===== src/rtl/sio_pkg.sv =====
// Constants for the shared I/O port with change notification.
// Assumes a 16-bit register port and one system clock.
package sio_pkg;

	// ----------------------------------------------------------------
	// Register offsets (word index on the register port)
	// ----------------------------------------------------------------
	localparam int          ADDR_W          = 4;
	localparam int          DATA_W          = 16;
	localparam logic [3:0]  OFS_DIR         = 4'h0;
	localparam logic [3:0]  OFS_LEVEL       = 4'h1;
	localparam logic [3:0]  OFS_LATCH       = 4'h2;
	localparam logic [3:0]  OFS_ODRAIN      = 4'h3;
	localparam logic [3:0]  OFS_ANALOG      = 4'h4;
	localparam logic [3:0]  OFS_CN_EN       = 4'h5;
	localparam logic [3:0]  OFS_PULLUP      = 4'h6;
	localparam logic [3:0]  OFS_PULLDN      = 4'h7;
	localparam logic [3:0]  OFS_CN_STAT     = 4'h8;

	// ----------------------------------------------------------------
	// Reset values and chip-wide figures
	// ----------------------------------------------------------------
	localparam logic [15:0] RST_DIR         = 16'hffff;
	localparam logic [15:0] RST_ZERO        = 16'h0000;
	localparam logic [15:0] IMPL_ALL        = 16'hffff;
	localparam int          CN_MAX_PINS     = 81;
	localparam int          CN_EN_REGS      = 6;
	localparam int          CN_STAT_BIT     = 0;

endpackage


===== src/rtl/sio_change_det.sv =====
// Change-of-state detector for the port pins.
// Assumes pin levels arrive already registered in the system clock.
module sio_change_det
	import sio_pkg::*;
#(
	parameter int W = 16
) (
	// Clock and reset
	input  wire logic         clk_in,
	input  wire logic         rst_in,
	// Levels and enables
	input  wire logic [W-1:0] level_in,
	input  wire logic [W-1:0] enable_in,
	// Request
	output logic              change_irq_out
);

	logic [W-1:0] prev_r;
	logic         primed_r;
	logic [W-1:0] diff;

	// ----------------------------------------------------------------
	// Per-pin compare against last captured level
	// ----------------------------------------------------------------
	generate
		for (genvar i = 0; i < W; i++) begin : g_pin
			assign diff[i] = (level_in[i] ^ prev_r[i]) & enable_in[i];
		end
	endgenerate

	always_ff @(posedge clk_in or posedge rst_in) begin
		if (rst_in) begin
			prev_r <= '0;
		end else begin
			prev_r <= level_in;
		end
	end

	// First cycle only captures, so reset itself is not seen as a change
	always_ff @(posedge clk_in or posedge rst_in) begin
		if (rst_in) begin
			primed_r <= 1'b0;
		end else begin
			primed_r <= 1'b1;
		end
	end

	always_ff @(posedge clk_in or posedge rst_in) begin
		if (rst_in) begin
			change_irq_out <= 1'b0;
		end else begin
			change_irq_out <= primed_r & (|diff);
		end
	end
endmodule


===== src/rtl/sio_port.sv =====
// Shared parallel I/O port: direction, latch, pin read, peripheral
// override, open-drain, analog masking, change notification.
// Assumes pin and peripheral inputs are synchronous to clk_in.
//
// Notes on behaviour
// - Active peripheral drive turns off the port driver; pin still readable.
// - Enabled but idle peripheral lets the port drive the pin.
// - Port-driven level never reaches the sharing peripheral input.
// - Direction bit one means input, zero means output.
// - Every pin comes up as input after reset.
// - Latch register reads back the latch, writes update it.
// - Level register reads pins, writes go to the latch.
// - Unimplemented bits read zero in latch, direction and level.
// - Open-drain bit makes the pin drive low only.
// - Analog-configured pins read low from the level register.
// - Enabled pin change raises the change request.
// - Up to 81 pins chip-wide; this port holds its share.
// - Each pin has its own change interrupt enable bit.
// - Each pin has separate weak pull-up and pull-down enables.
// - Input-only peripheral leaves the port sole output owner.
//
// Decided for this implementation: the register addresses and the strobed register port.
module sio_port
	import sio_pkg::*;
#(
	parameter int          W    = 16,
	parameter logic [15:0] IMPL = IMPL_ALL
) (
	// Clock and reset
	input  wire logic                 clk_in,
	input  wire logic                 rst_in,
	// Register port
	input  wire logic [ADDR_W-1:0]    reg_addr_in,
	input  wire logic [DATA_W-1:0]    reg_wdata_in,
	input  wire logic                 reg_wr_in,
	input  wire logic                 reg_rd_in,
	output logic      [DATA_W-1:0]    reg_rdata_out,
	// Pins
	input  wire logic [W-1:0]         pin_in,
	output logic      [W-1:0]         pin_out,
	output logic      [W-1:0]         pin_oe_out,
	output logic      [W-1:0]         pullup_en_out,
	output logic      [W-1:0]         pulldown_en_out,
	// Sharing peripheral
	input  wire logic [W-1:0]         periph_en_in,
	input  wire logic [W-1:0]         periph_drive_in,
	input  wire logic [W-1:0]         periph_data_in,
	input  wire logic [W-1:0]         periph_in_only_in,
	output logic      [W-1:0]         periph_rx_out,
	// Change notification
	output logic                      change_irq_out
);

	import sio_pkg::*;

	localparam logic [W-1:0] IMPL_W = IMPL[W-1:0];

	logic [W-1:0] dir_r;
	logic [W-1:0] latch_r;
	logic [W-1:0] odrain_r;
	logic [W-1:0] analog_r;
	logic [W-1:0] cn_en_r;
	logic [W-1:0] level_r;
	logic         cn_seen_r;
	logic [W-1:0] periph_owns;
	logic [W-1:0] drv_data;
	logic [W-1:0] drv_en;
	logic [W-1:0] pin_out_nxt;
	logic [W-1:0] pin_oe_nxt;
	logic [DATA_W-1:0] rdata_nxt;
	logic         cn_req;

	// Write hit on one register
	function automatic logic wr_hit(input logic [ADDR_W-1:0] ofs);
		return reg_wr_in && (reg_addr_in == ofs);
	endfunction

	// Place a port-wide vector into the data word
	function automatic logic [DATA_W-1:0] to_word(input logic [W-1:0] v);
		logic [DATA_W-1:0] w;
		w = '0;
		w[W-1:0] = v;
		return w;
	endfunction

	// ----------------------------------------------------------------
	// Configuration registers
	// ----------------------------------------------------------------
	always_ff @(posedge clk_in or posedge rst_in) begin
		if (rst_in) begin
			dir_r <= RST_DIR[W-1:0] & IMPL_W;
		end else if (wr_hit(OFS_DIR)) begin
			dir_r <= reg_wdata_in[W-1:0] & IMPL_W;
		end
	end

	// Both the latch and the level offsets land in the latch
	always_ff @(posedge clk_in or posedge rst_in) begin
		if (rst_in) begin
			latch_r <= RST_ZERO[W-1:0];
		end else if (wr_hit(OFS_LATCH) || wr_hit(OFS_LEVEL)) begin
			latch_r <= reg_wdata_in[W-1:0] & IMPL_W;
		end
	end

	always_ff @(posedge clk_in or posedge rst_in) begin
		if (rst_in) begin
			odrain_r <= RST_ZERO[W-1:0];
		end else if (wr_hit(OFS_ODRAIN)) begin
			odrain_r <= reg_wdata_in[W-1:0];
		end
	end

	always_ff @(posedge clk_in or posedge rst_in) begin
		if (rst_in) begin
			analog_r <= RST_ZERO[W-1:0];
		end else if (wr_hit(OFS_ANALOG)) begin
			analog_r <= reg_wdata_in[W-1:0];
		end
	end

	always_ff @(posedge clk_in or posedge rst_in) begin
		if (rst_in) begin
			cn_en_r <= RST_ZERO[W-1:0];
		end else if (wr_hit(OFS_CN_EN)) begin
			cn_en_r <= reg_wdata_in[W-1:0];
		end
	end

	// Pull controls go straight out to the pad
	always_ff @(posedge clk_in or posedge rst_in) begin
		if (rst_in) begin
			pullup_en_out   <= RST_ZERO[W-1:0];
			pulldown_en_out <= RST_ZERO[W-1:0];
		end else begin
			if (wr_hit(OFS_PULLUP)) begin
				pullup_en_out <= reg_wdata_in[W-1:0];
			end
			if (wr_hit(OFS_PULLDN)) begin
				pulldown_en_out <= reg_wdata_in[W-1:0];
			end
		end
	end

	// ----------------------------------------------------------------
	// Pin sampling
	// ----------------------------------------------------------------
	always_ff @(posedge clk_in or posedge rst_in) begin
		if (rst_in) begin
			level_r <= RST_ZERO[W-1:0];
		end else begin
			level_r <= pin_in & IMPL_W;
		end
	end

	// ----------------------------------------------------------------
	// Output ownership and drivers
	// ----------------------------------------------------------------
	// Input-only peripherals never claim the driver
	assign periph_owns = periph_en_in & periph_drive_in & ~periph_in_only_in;

	always_comb begin
		drv_data = (periph_owns & periph_data_in) | (~periph_owns & latch_r);
		drv_en   = periph_owns | (~periph_owns & ~dir_r);
		// Open drain: only a low is driven, a high floats
		pin_out_nxt = drv_data & ~odrain_r;
		pin_oe_nxt  = drv_en & ~(odrain_r & drv_data) & IMPL_W;
	end

	always_ff @(posedge clk_in or posedge rst_in) begin
		if (rst_in) begin
			pin_out    <= RST_ZERO[W-1:0];
			pin_oe_out <= RST_ZERO[W-1:0];
		end else begin
			pin_out    <= pin_out_nxt;
			pin_oe_out <= pin_oe_nxt;
		end
	end

	// Bits the port itself drives are cut off from the peripheral,
	// an open-drain high included, since that level is still the port's
	always_ff @(posedge clk_in or posedge rst_in) begin
		if (rst_in) begin
			periph_rx_out <= RST_ZERO[W-1:0];
		end else begin
			periph_rx_out <= pin_in & ~(drv_en & ~periph_owns) & ~analog_r;
		end
	end

	// ----------------------------------------------------------------
	// Change notification
	// ----------------------------------------------------------------
	// Limitation: runs on clk_in, so a stopped clock also stops detection
	sio_change_det #(
		.W (W)
	) u_det (
		.clk_in         (clk_in),
		.rst_in         (rst_in),
		.level_in       (level_r),
		.enable_in      (cn_en_r),
		.change_irq_out (cn_req)
	);

	always_ff @(posedge clk_in or posedge rst_in) begin
		if (rst_in) begin
			change_irq_out <= 1'b0;
		end else begin
			change_irq_out <= cn_req;
		end
	end

	// Sticky status: a new request wins over a clear in the same cycle
	always_ff @(posedge clk_in or posedge rst_in) begin
		if (rst_in) begin
			cn_seen_r <= 1'b0;
		end else if (cn_req) begin
			cn_seen_r <= 1'b1;
		end else if (wr_hit(OFS_CN_STAT) && reg_wdata_in[CN_STAT_BIT]) begin
			cn_seen_r <= 1'b0;
		end
	end

	// ----------------------------------------------------------------
	// Read data, one cycle after the strobe
	// ----------------------------------------------------------------
	always_comb begin
		rdata_nxt = '0;
		case (reg_addr_in)
			OFS_DIR:     rdata_nxt = to_word(dir_r);
			OFS_LEVEL:   rdata_nxt = to_word(level_r & ~analog_r);
			OFS_LATCH:   rdata_nxt = to_word(latch_r);
			OFS_ODRAIN:  rdata_nxt = to_word(odrain_r);
			OFS_ANALOG:  rdata_nxt = to_word(analog_r);
			OFS_CN_EN:   rdata_nxt = to_word(cn_en_r);
			OFS_PULLUP:  rdata_nxt = to_word(pullup_en_out);
			OFS_PULLDN:  rdata_nxt = to_word(pulldown_en_out);
			OFS_CN_STAT: rdata_nxt[CN_STAT_BIT] = cn_seen_r;
			default:     rdata_nxt = '0;
		endcase
	end

	always_ff @(posedge clk_in or posedge rst_in) begin
		if (rst_in) begin
			reg_rdata_out <= '0;
		end else if (reg_rd_in) begin
			reg_rdata_out <= rdata_nxt;
		end else begin
			reg_rdata_out <= '0;
		end
	end
endmodule


===== config.mk =====
export PLATFORM = sky130hd
export DESIGN_NAME = sio_port
export DESIGN_NICKNAME = d
export VERILOG_FILES = /design/src/rtl/sio_pkg.sv /design/src/rtl/sio_change_det.sv /design/src/rtl/sio_port.sv
export SDC_FILE = /design/constraint.sdc
export NUM_CORES = 1
export LEC_CHECK = 0
export ABC_AREA = 1
export BUFFER_PORTS_ARGS = -buffer_cell sky130_fd_sc_hd__buf_2
export CELL_PAD_IN_SITES_DETAIL_PLACEMENT = 2
export CELL_PAD_IN_SITES_GLOBAL_PLACEMENT = 2
export CORE_AREA = 2 2 165 167
export DETAILED_ROUTE_END_ITERATION = 10
export DIE_AREA = 0 0 167 169
export PLACE_DENSITY_LB_ADDON = 0.1
export SLEW_MARGIN = 10
export SYNTH_ARGS = -nofsm -noshare
export SYNTH_HDL_FRONTEND = slang
export SYNTH_SLANG_ARGS = --single-unit

===== constraint.sdc =====
create_clock -name clk_in -period 11.9 [get_ports clk_in]
set_clock_uncertainty 0.2 [all_clocks]
set_input_delay 0 -clock clk_in [delete_from_list [all_inputs] [get_ports clk_in]]
set_output_delay 0 -clock clk_in [all_outputs]
set_load 0.1 [all_outputs]

Word-level counts from Yosys, hierarchy flattened:

Cells that the tools add are included.

* equality and inequality tests: 8
* muxes and demuxes: 5
* bitwise gates (word level): 54
* reductions and logical operators: 14

Operators by type and width (number)
* $and A16 B16 Y16: 12
* $pmux W15 S8: 1
* $not A16 Y16: 7
* $or A16 B16 Y16: 2
* $and A1 B1 Y1: 17
* $eq A4 B3 Y1 const B: 4
* $mux W16: 1
* $reduce_or A16 Y1: 1
* $xor A1 B1 Y1: 16
* $logic_and A1 B1 Y1: 10
* $pmux W1 S9: 1
* $eq A4 B2 Y1 const B: 2
* $eq A4 B1 Y1 const B: 1
* $eq A4 B4 Y1 const B: 1
* $logic_not A4 Y1: 1
* $mux W1: 2
* $reduce_bool A2 Y1: 1
* $logic_or A1 B1 Y1: 1

* flip-flop bits (word level): 212
* input bits: 104
* word-level logic and storage cells: 98

Depth between registers and ports, before layout:

Gate-level depths: netlist (run 1).

* depth after elaboration: 9
* gate-level depth with buffers: 10

Modules after synthesis:

A second synthesis (run 1) with hierarchy kept.

* cell total of the unflattened synthesis: 1034
* area total of the unflattened synthesis: 8947.3 um2

By module, submodules not included
* sio_port: instances 1, cells each 919, area an instance 8107.8 um2, sequential area each 4874.7 um2
* sio_change_det: instances 1, cells each 115, area an instance 839.6 um2, sequential area each 450.4 um2

Worst setup path after synthesis (run 1):

No wires, ideal clock.

* path kind: register -> register
* start: register pullup_en_out[14]
* end: register reg_rdata_out[14]
* arrival: 1315 ps
* setup slack: 10307 ps
* stages on the path, launching flop included: 5
* buffers on the path: 0
* cells stage by stage: dfrtp_1 > inv_1 > o21ai_0 > nor2_1 > a21oi_1

* cells in the longest elaborated chain, start to end: 2

RTL lines
* start: declaration: line sio_port.sv:42 `output logic [W-1:0] pullup_en_out,`
* start signal: assignment: line sio_port.sv:133 `pullup_en_out <= RST_ZERO[W-1:0];`
* start signal: assignment: line sio_port.sv:137 `pullup_en_out <= reg_wdata_in[W-1:0];`
* $pmux W15 S8: line sio_port.sv:228 `case (reg_addr_in)`
* $mux W16: line sio_port.sv:245 `end else if (reg_rd_in) begin`
* end signal: assignment: line sio_port.sv:246 `reg_rdata_out <= rdata_nxt;`
* end: declaration: line sio_port.sv:37 `output logic [DATA_W-1:0] reg_rdata_out,`

No other way between the ends.
A chain may end at the register's enable or synchronous reset.

Worst setup path after layout (run 1):

* start: input port reg_addr_in[0]
* end: register latch_r[15]

* cells in the longest elaborated chain, start to end: 3
* elaborated cells on any way between the ends: 5
* classes of those cells: eq/ne (2); reduce/logical (3)

RTL lines
* start: declaration: line sio_port.sv:33 `input wire logic [ADDR_W-1:0] reg_addr_in,`
* $eq A4 B2 Y1 or $eq A4 B1 Y1 (tied branches): line sio_port.sv:75 `return reg_wr_in && (reg_addr_in == ofs);`
* $logic_and A1 B1 Y1: line sio_port.sv:75
* $logic_or A1 B1 Y1 *: line sio_port.sv:101 `end else if (wr_hit(OFS_LATCH) || wr_hit(OFS_LEVEL)) begin`
* end signal: assignment: line sio_port.sv:100 `latch_r <= RST_ZERO[W-1:0];`
* end signal: assignment: line sio_port.sv:102 `latch_r <= reg_wdata_in[W-1:0] & IMPL_W;`
* end: declaration: line sio_port.sv:59 `logic [W-1:0] latch_r;`

Every way passes the cells marked *; elsewhere a longest branch is shown, timed or not.

==> results.txt, run 1 <==
----------------------------------------------------
[Layout]
  Area taken by flip-flops and latches ... 0.005325 mm2
  Layout cells sized above 1 ... 19.15%
  P&R area growth vs syn ... 38.18%
  Diodes inserted ... 0
  Count of fill cells added during filler insertion ... 2954
  Nets ... 1491
  Layout Utilization ... 46.36%
  Non-filler cells in the finished layout ... 1746
  Area used by multi-input combinational logic ... 0.002923 mm2

[Synth]
  Leading cell type by number of instances after synthesis ... sky130_fd_sc_hd__nand2_1
  Cell area after technology mapping ... 0.008891 mm2
  Number of distinct standard cells referenced by the synthesized netlist ... 19
  Simple-gate share of the synthesized area ... 21.00%
  Xor-xnor portion of the synthesized cell area ... 0%
  Main combinational cell family by area after synthesis ... simple AND/OR/NAND/NOR gates
  Synth area leader ... sky130_fd_sc_hd__dfrtp_1
  Number of cells produced by synthesis ... 1062
  Commonest cells in the synthesized netlist ... 333 x sky130_fd_sc_hd__nand2_1, 196 x sky130_fd_sc_hd__dfrtp_1, 162 x sky130_fd_sc_hd__o21ai_0, 139 x sky130_fd_sc_hd__inv_1, 102 x sky130_fd_sc_hd__nor2_1
  Leading cell types by total area after synthesis ... sky130_fd_sc_hd__dfrtp_1 55%, sky130_fd_sc_hd__nand2_1 14%, sky130_fd_sc_hd__o21ai_0 9.1%
  Syn Area/Cell ... 8.372 um2
  Number of synthesized flops with an enable pin ... 0
  Main flop type after synthesis ... sky130_fd_sc_hd__dfrtp_1
  Multiplexer fraction of the synthesized cell area ... 0%
  Yosys synthesis warning count ... 0
  Proportion of synthesized chip area in sequential cells ... 59.89%
  Top-area cell type share of the netlist area ... 55.16%
  Number of synthesized register bits ... 212
  Number of nets produced by synthesis ... 1166
  Share of the synthesized area in compound gates (AO/OA/AOI/OAI) ... 11.69%
  Fraction of synthesis flops using an asynchronous set or reset pin ... 100.0%
  Synth Area in Adders ... 0%

[GRT]
  Pin count of the biggest net entering global routing ... 97
  GRT Residual Overflow ... 0
  Total Routing Usage GR ... 24.59%
  Via count of the first global-routing pass ... 9652
  Initial antenna violation count ... 0
  First-pass GRT wire length ... 54390 um

[Timing]
  Worst slew margin relative to its limit ... 18.72%
  Fin. Hold Viols ... 0
  Transition time at the pin with the least slew margin ... 1218 ps
  Maximum clock frequency ... 0.2594 GHz
  Setup TNS ... 0 ps
  Portion of the clock cycle consumed by the worst path in the final layout ... 32.40%
  Minimum clock period ... 3855 ps
  Final setup violation count ... 0
  Count of pins over their slew limit ... 0
  Unrepaired setup endpoints after global routing ... false

[Clocking]
  Clock latency on the worst-skew pair ... 520 ps
  Total clock sinks ... 212
  Clock buffer depth ... 3
  Count of buffers added by post-CTS timing repair for setup ... 0
  Cts bufs inserted ... 25
  Clock root buffer ... sky130_fd_sc_hd__clkbuf_16
  H-tree depth reported by CTS ... 1
  CTS tree ... built
  Clock input transition at the sequential cells of the worst setup and hold paths ... 60 ps

[Setup path]
  Series of cell instances along the critical path ... dlygate4sd3_1, buf_2, inv_1, nor2_2, nand2_1, a21boi_4, nand2_1, dlygate4sd3_1, o21ai_0, dlygate4sd3_1
  Cell with the biggest individual delay on the critical path ... sky130_fd_sc_hd__a21boi_4
  Capturing element of the worst setup path ... latch_r[15]
  CP peak stage delay ... 880 ps
  Maximum net fanout on the critical path ... 32
  WS Path Type ... in -> reg
  Type of element capturing the critical path ... register
  Worst EP required ... 12160 ps
  Cell repeated most along the worst path ... sky130_fd_sc_hd__dlygate4sd3_1
  Critical Path Start Type ... primary input
  Worst-case register-to-register setup slack ... 10070 ps
  Worst EP arrival ... 4110 ps
  Critical Path Stages ... 10
  Source of the critical timing path ... reg_addr_in[0]
  Reg2Reg Capture Point ... reg_rdata_out[0]
  Reg2reg path depth ... 7
  CP delay by family, top ... buffers and inverters
  Buffer and inverter count on the worst path ... 5
  Worst R2R Start ... level_r[0]

[Place]
  Placer congestion estimate ... 0.7492
  Port Buffers ... 200
  Placed instance count ... 1578
  Dpl hpwl ... 20280 um

[Flow run]
  Max Cap Violations ... 0

[Pwr]
  Leak ... 6.410 nW
  Power density over cell area ... 203.1 mW/mm2
  Worst ir drop on vdd ... 0.0001188 V

[Route]
  Antenna-violating nets left ... 0
  Total Wirelength ... 34080 um
  Starting DRC count in detailed routing ... 453
  Via Count ... 8437
  Count of unresolved DRC violations after routing ... 0
  Routed len/inst ... 19.52 um
  Drt first pass iters ... 4
  Avg Vias per Cell ... 4.832

[Floorplanning]
  Initial core utilization ... 33.55%
  Count of boundary I/O pins ... 201
  Number of placement rows ... 60
  Overall die width ... 167 um
  Area of the die ... 0.02822 mm2
  Die span in y ... 169 um
  Std-Cell Core Area ... 0.02650 mm2

[Hold path]
  Start point of the worst min-delay path ... reg_wr_in
  Worst min path class ... in -> reg

[Status]
  Result of the run ... completed

----------------------------------------------------
power breakdown:
part           leakage [nW]  total, mW  internal [mW]  switching [mW]
registers              2.60      0.958          0.854           0.104
logic                  3.42      0.787          0.150           0.637
clock network         0.391      0.750          0.442           0.307
total                  6.41       2.49           1.45            1.05
cell type report:
class	count	area share (%)
sequential	212	43.34
multi-input combinational	678	23.79
timing repair buffer	330	18.60
clock buffer	43	6.375
inverter	140	4.339
tap	341	3.473
clock inverter	2	0.08147
state kept, by name, indices dropped and copies added, names as in the netlist:
register              cells
analog_r                 16
change_irq_out            1
cn_en_r                  16
cn_seen_r                 1
dir_r                    16
latch_r                  16
level_r                  16
odrain_r                 16
periph_rx_out            16
pin_oe_out               16
pin_out                  16
pulldown_en_out          16
pullup_en_out            16
reg_rdata_out            16
u_det.change_irq_out      1
u_det.prev_r             16
u_det.primed_r            1
cell families after synthesis:
| kind of cell | Yosys count |
|---|---|
| buffers and inverters | 172 |
| other | 1 |
| DFF | 212 |
| AOI/OAI and AO/OA | 198 |
| and+or+nand+nor | 479 |
what timing repair did:
| action | in CTS | in global routing |
|---|---|---|
| endpoints found under the hold margin | 272 | 0 |
| gates resized for setup | 0 | 0 |
| hold buffers | 123 | 0 |
| setup endpoints to repair | 0 | 0 |
worst min path at each step:
stage	slack, ps	cells after the start	endpoint
final	20	3	latch_r[4]
after CTS	1	3	latch_r[7]
after global placement	-80	1	level_r[4]
after detailed placement	-80	1	level_r[2]
after global routing	40	3	latch_r[5]
after floorplan	-170	0	level_r[0]
worst reg2reg max path: stages (launching register included):
cell and delay (ps):
sky130_fd_sc_hd__dfrtp_1 400, sky130_fd_sc_hd__inv_1 90, sky130_fd_sc_hd__nor2_1 50, sky130_fd_sc_hd__nand3_1 90, sky130_fd_sc_hd__nand3_1 90, sky130_fd_sc_hd__nor2_1 120
sky130_fd_sc_hd__a21oi_1 80, sky130_fd_sc_hd__dlygate4sd3_1 600
cell usage in the layout, fill, tap and decap left out:
cell | netlist | routed
sky130_fd_sc_hd__nand2_1 | 333 | 332
sky130_fd_sc_hd__buf_2 | 8 | 200
sky130_fd_sc_hd__dfrtp_1 | 196 | 196
sky130_fd_sc_hd__o21ai_0 | 162 | 162
sky130_fd_sc_hd__inv_1 | 139 | 138
sky130_fd_sc_hd__dlygate4sd3_1 | 0 | 123
sky130_fd_sc_hd__nor2_1 | 102 | 101
sky130_fd_sc_hd__nand3_1 | 35 | 35
sky130_fd_sc_hd__clkbuf_16 | 0 | 25
sky130_fd_sc_hd__a21oi_1 | 18 | 18
sky130_fd_sc_hd__a22oi_1 | 16 | 16
sky130_fd_sc_hd__dfstp_2 | 16 | 16
sky130_fd_sc_hd__clkbuf_1 | 24 | 9
sky130_fd_sc_hd__clkbuf_8 | 0 | 9
sky130_fd_sc_hd__buf_4 | 0 | 7
sky130_fd_sc_hd__nor2_2 | 5 | 6
sky130_fd_sc_hd__nand4_1 | 2 | 2
sky130_fd_sc_hd__clkinv_2 | 0 | 2
sky130_fd_sc_hd__a21boi_4 | 0 | 1
sky130_fd_sc_hd__inv_2 | 1 | 1
sky130_fd_sc_hd__nor3b_1 | 1 | 1
sky130_fd_sc_hd__nand3b_1 | 1 | 1
sky130_fd_sc_hd__inv_8 | 0 | 1
sky130_fd_sc_hd__a21o_1 | 1 | 1
sky130_fd_sc_hd__nand2_2 | 0 | 1
sky130_fd_sc_hd__conb_1 | 1 | 1
stage by stage:
stage | setup slack [ps] | hold WS (ps) | power, mW | area (um2)
floorplan | 5932 | -168.6 | 1.530 | 8891
global placement | 9132 | -75.90 | 1.695 | 10260
detailed placement | 8974 | -78.14 | 1.713 | 10260
CTS | 8119 | 1.500 | 2.504 | 12280
global route | 7768 | 44.45 | 2.609 | 12290
finish | 8045 | 16.04 | 2.495 | 12290
metal layers:
metal / share of wire (%) / vias to the layer above / track usage, %
li1: - / 3964 / -
met1: 41 / 4237 / 30.44
met2: 52 / 186 / 45.37
met3: 4.5 / 50 / 3.531
met4: 1.9 / 0 / 5.622
met5: 0 / - / 0
No activity file was read; power rests on OpenSTA's default activity.
==> inputs of run 2 (changes only) <==
--- a/config.mk
+++ b/config.mk
@@ -9,9 +9,9 @@
 export BUFFER_PORTS_ARGS = -buffer_cell sky130_fd_sc_hd__buf_2
 export CELL_PAD_IN_SITES_DETAIL_PLACEMENT = 2
 export CELL_PAD_IN_SITES_GLOBAL_PLACEMENT = 2
-export CORE_AREA = 2 2 165 167
+export CORE_AREA = 2 2 173 175
 export DETAILED_ROUTE_END_ITERATION = 10
-export DIE_AREA = 0 0 167 169
+export DIE_AREA = 0 0 175 177
 export PLACE_DENSITY_LB_ADDON = 0.1
 export SLEW_MARGIN = 10
 export SYNTH_ARGS = -nofsm -noshare
==> constraint.sdc (replaced) <==
create_clock -name clk_in -period 3.9 [get_ports clk_in]
set_clock_uncertainty 0.2 [all_clocks]
set_input_delay 0 -clock clk_in [delete_from_list [all_inputs] [get_ports clk_in]]
set_output_delay 0 -clock clk_in [all_outputs]
set_load 0.1 [all_outputs]
==> results.txt, run 2 (synthesized netlist as in run 1, its figures left out) <==
----------------------------------------------------
[Status]
  Result of the run ... finished with violations
  Failing checks ... negative hold slack

[Timing]
  Transition time at the pin with the least slew margin ... 1102 ps (-116.0 ps)
  Minimum clock period ... 3453 ps
  Setup TNS ... 0 ps (unchanged)
  Portion of the clock cycle consumed by the worst path in the final layout ... 88.53%
  Fin. Hold Viols ... 7 (+7)
  Worst slew margin relative to its limit ... 26.35% (+7.6 points)
  Unrepaired setup endpoints after global routing ... false
  Count of pins over their slew limit ... 0 (unchanged)
  Final setup violation count ... 0 (unchanged)
  Worst slack on hold paths ... -15.07 ps (-31.12 ps)
  Maximum clock frequency ... 0.2896 GHz

[Setup path]
  Capturing element of the worst setup path ... latch_r[5]
  Critical Path Start Type ... primary input
  Worst EP arrival ... 3720 ps (-390 ps)
  Worst EP required ... 4160 ps (-8000 ps)
  Worst-case register-to-register setup slack ... 2410 ps (-7660 ps)
  Source of the critical timing path ... reg_addr_in[2]
  Maximum net fanout on the critical path ... 32 (unchanged)
  Type of element capturing the critical path ... register
  WS Path Type ... in -> reg
  Reg2Reg Capture Point ... latch_r[1]
  Reg2reg path depth ... 3 (-4)
  Worst R2R Start ... latch_r[1]

[Layout]
  Most common cell after layout, fill and taps aside ... sky130_fd_sc_hd__nand2_1
  P&R area growth vs syn ... 41.37%
  Area used by multi-input combinational logic ... 0.002920 mm2 (about the same)
  Nets ... 1507 (+1.1%)
  Count of fill cells added during filler insertion ... 3265 (+11%)
  Layout cells sized above 1 ... 19.30% (+0.15 points)
  Non-filler cells in the finished layout ... 1810 (+3.7%)
  Area taken by flip-flops and latches ... 0.005325 mm2 (unchanged)
  Diodes inserted ... 0 (unchanged)
  Most frequent cells in the layout ... 333 x sky130_fd_sc_hd__nand2_1, 200 x sky130_fd_sc_hd__buf_2, 196 x sky130_fd_sc_hd__dfrtp_1

[Floorplanning]
  Std-Cell Core Area ... 0.02924 mm2 (+10%)
  Area of the die ... 0.03098 mm2 (+9.8%)
  Number of placement rows ... 63 (+5.0%)
  Overall die width ... 175 um (+4.8%)
  Initial core utilization ... 30.40% (-3.1 points)
  Count of boundary I/O pins ... 201 (unchanged)
  Die span in y ... 177 um (+4.7%)

[GRT]
  Met3 capacity usage during global routing ... 3.093% (-0.44 points)
  Via count of the first global-routing pass ... 9453 (-2.1%)
  Global-route layer with the greatest usage ... met2
  GRT Residual Overflow ... 0 (unchanged)
  Total Routing Usage GR ... 22.07% (-2.5 points)
  First-pass GRT wire length ... 53080 um (-2.4%)
  Global Route met1 Usage ... 27.21% (-3.2 points)
  Met2 layer usage reported by global route ... 40.78% (-4.6 points)
  Initial antenna violation count ... 0 (unchanged)
  Pin count of the biggest net entering global routing ... 97 (unchanged)

[Place]
  Dpl hpwl ... 21180 um (+4.4%)
  Placer congestion estimate ... 0.7567 (+1.0%)
  Port Buffers ... 200 (unchanged)
  Placed instance count ... 1633 (+3.5%)

[Route]
  Count of unresolved DRC violations after routing ... 0 (unchanged)
  Starting DRC count in detailed routing ... 317 (-30%)
  Drt first pass iters ... 4 (unchanged)
  Avg Vias per Cell ... 4.693 (-2.9%)
  Routed len/inst ... 18.42 um (-5.6%)
  Total Wirelength ... 33350 um (-2.1%)
  Antenna-violating nets left ... 0 (unchanged)
  Via Count ... 8494 (+0.68%)

[Pwr]
  Internal power component ... 4.609 mW (+220%)
  Power density over cell area ... 618.8 mW/mm2 (+200%)
  Part of the total power dissipated in combinational logic ... 31.2% (-0.3 points)
  Sequential power share ... 37.4% (-1.0 points)
  Leak ... 6.506 nW (+1.5%)
  Share of total power consumed by net switching ... 40.74% (-1.2 points)
  Clock network fraction of design power ... 31.4% (+1.3 points)
  Switching power summed over all nets ... 3.169 mW (+200%)
  Worst ir drop on vdd ... 0.0003281 V (+180%)

[Clocking]
  Clock latency on the worst-skew pair ... 530 ps (about the same)
  CTS tree ... built
  Clock input transition at the sequential cells of the worst setup and hold paths ... 70 ps (about the same)
  Total clock sinks ... 212 (unchanged)
  Clock root buffer ... sky130_fd_sc_hd__clkbuf_16
  Cts bufs inserted ... 24 (-4.0%)
  Clock buffer depth ... 3 (unchanged)
  H-tree depth reported by CTS ... 1 (unchanged)

[Flow run]
  Max Cap Violations ... 0 (unchanged)

[Hold path]
  Worst min path class ... in -> async

----------------------------------------------------
==> run 2: layout make-up <==
type | instances | area share, %
Clock buffer | 36 | 5.624
Sequential cell | 212 | 42.36
Multi-Input combinational cell | 678 | 23.23
Clock inverter | 7 | 1.075
Inverter | 140 | 4.211
Tap cell | 390 | 3.882
Timing Repair Buffer | 347 | 19.61
==> run 2: worst min path at each step <==
stage	from	to	slack, ps	depth (start not counted)
floorplan	pin_in[0]	level_r[0]	-170	0
global route	rst_in	pin_oe_out[10]	40	3
detailed placement	pin_in[10]	level_r[10]	-80	1
CTS	rst_in	pin_oe_out[10]	2	3
finish	rst_in	pin_oe_out[10]	-20	3
global placement	pin_in[9]	level_r[9]	-80	1
==> run 2: per-stage QoR <==
step                utilization, %  power, mW  hold slack (ps)  setup WS, ps  area (um2)
floorplan                        -      4.669           -168.6         956.9        8895
global placement             35.52      5.181           -79.38          1303       10390
detailed placement           35.52      5.234           -76.15          1114       10390
CTS                          42.98      7.853            1.837         566.1       12570
global route                 42.98      8.161            39.71         185.8       12570
finish                       42.98      7.778           -15.07         447.4       12570
==> run 2: routing by layer <==
layer	up-vias	share of wire, %	wire length, um
met3	34	4.3	1422
met1	4300	42	13980
met4	0	1.8	598
met2	164	52	17350
met5	-	0	0
li1	3996	-	-
==> run 2: power groups by stage <==
stage,Sequential [mW],Combinational [mW],Clock [mW]
2_1_floorplan,4.21,0.461,0
3_3_place_gp,2.93,2.25,0
3_5_place_dp,2.94,2.29,0
4_1_cts,2.91,2.43,2.51
5_1_grt,2.96,2.59,2.61
6_report,2.91,2.43,2.45
==> run 2: what timing repair did <==
item	in CTS	in global routing
endpoints found under the hold margin	216	0
setup buffers	0	0
setup endpoints to repair	0	0
hold buffers	134	0
gates resized for setup	0	0
==> run 2: critical path: stages <==
cell and delay (ps):
sky130_fd_sc_hd__dlygate4sd3_1 550, sky130_fd_sc_hd__buf_2 160, sky130_fd_sc_hd__nor2_2 410, sky130_fd_sc_hd__nand2_1 250, sky130_fd_sc_hd__a21boi_4 920, sky130_fd_sc_hd__nand2_1 140
sky130_fd_sc_hd__dlygate4sd3_1 620, sky130_fd_sc_hd__o21ai_0 70, sky130_fd_sc_hd__dlygate4sd3_1 570
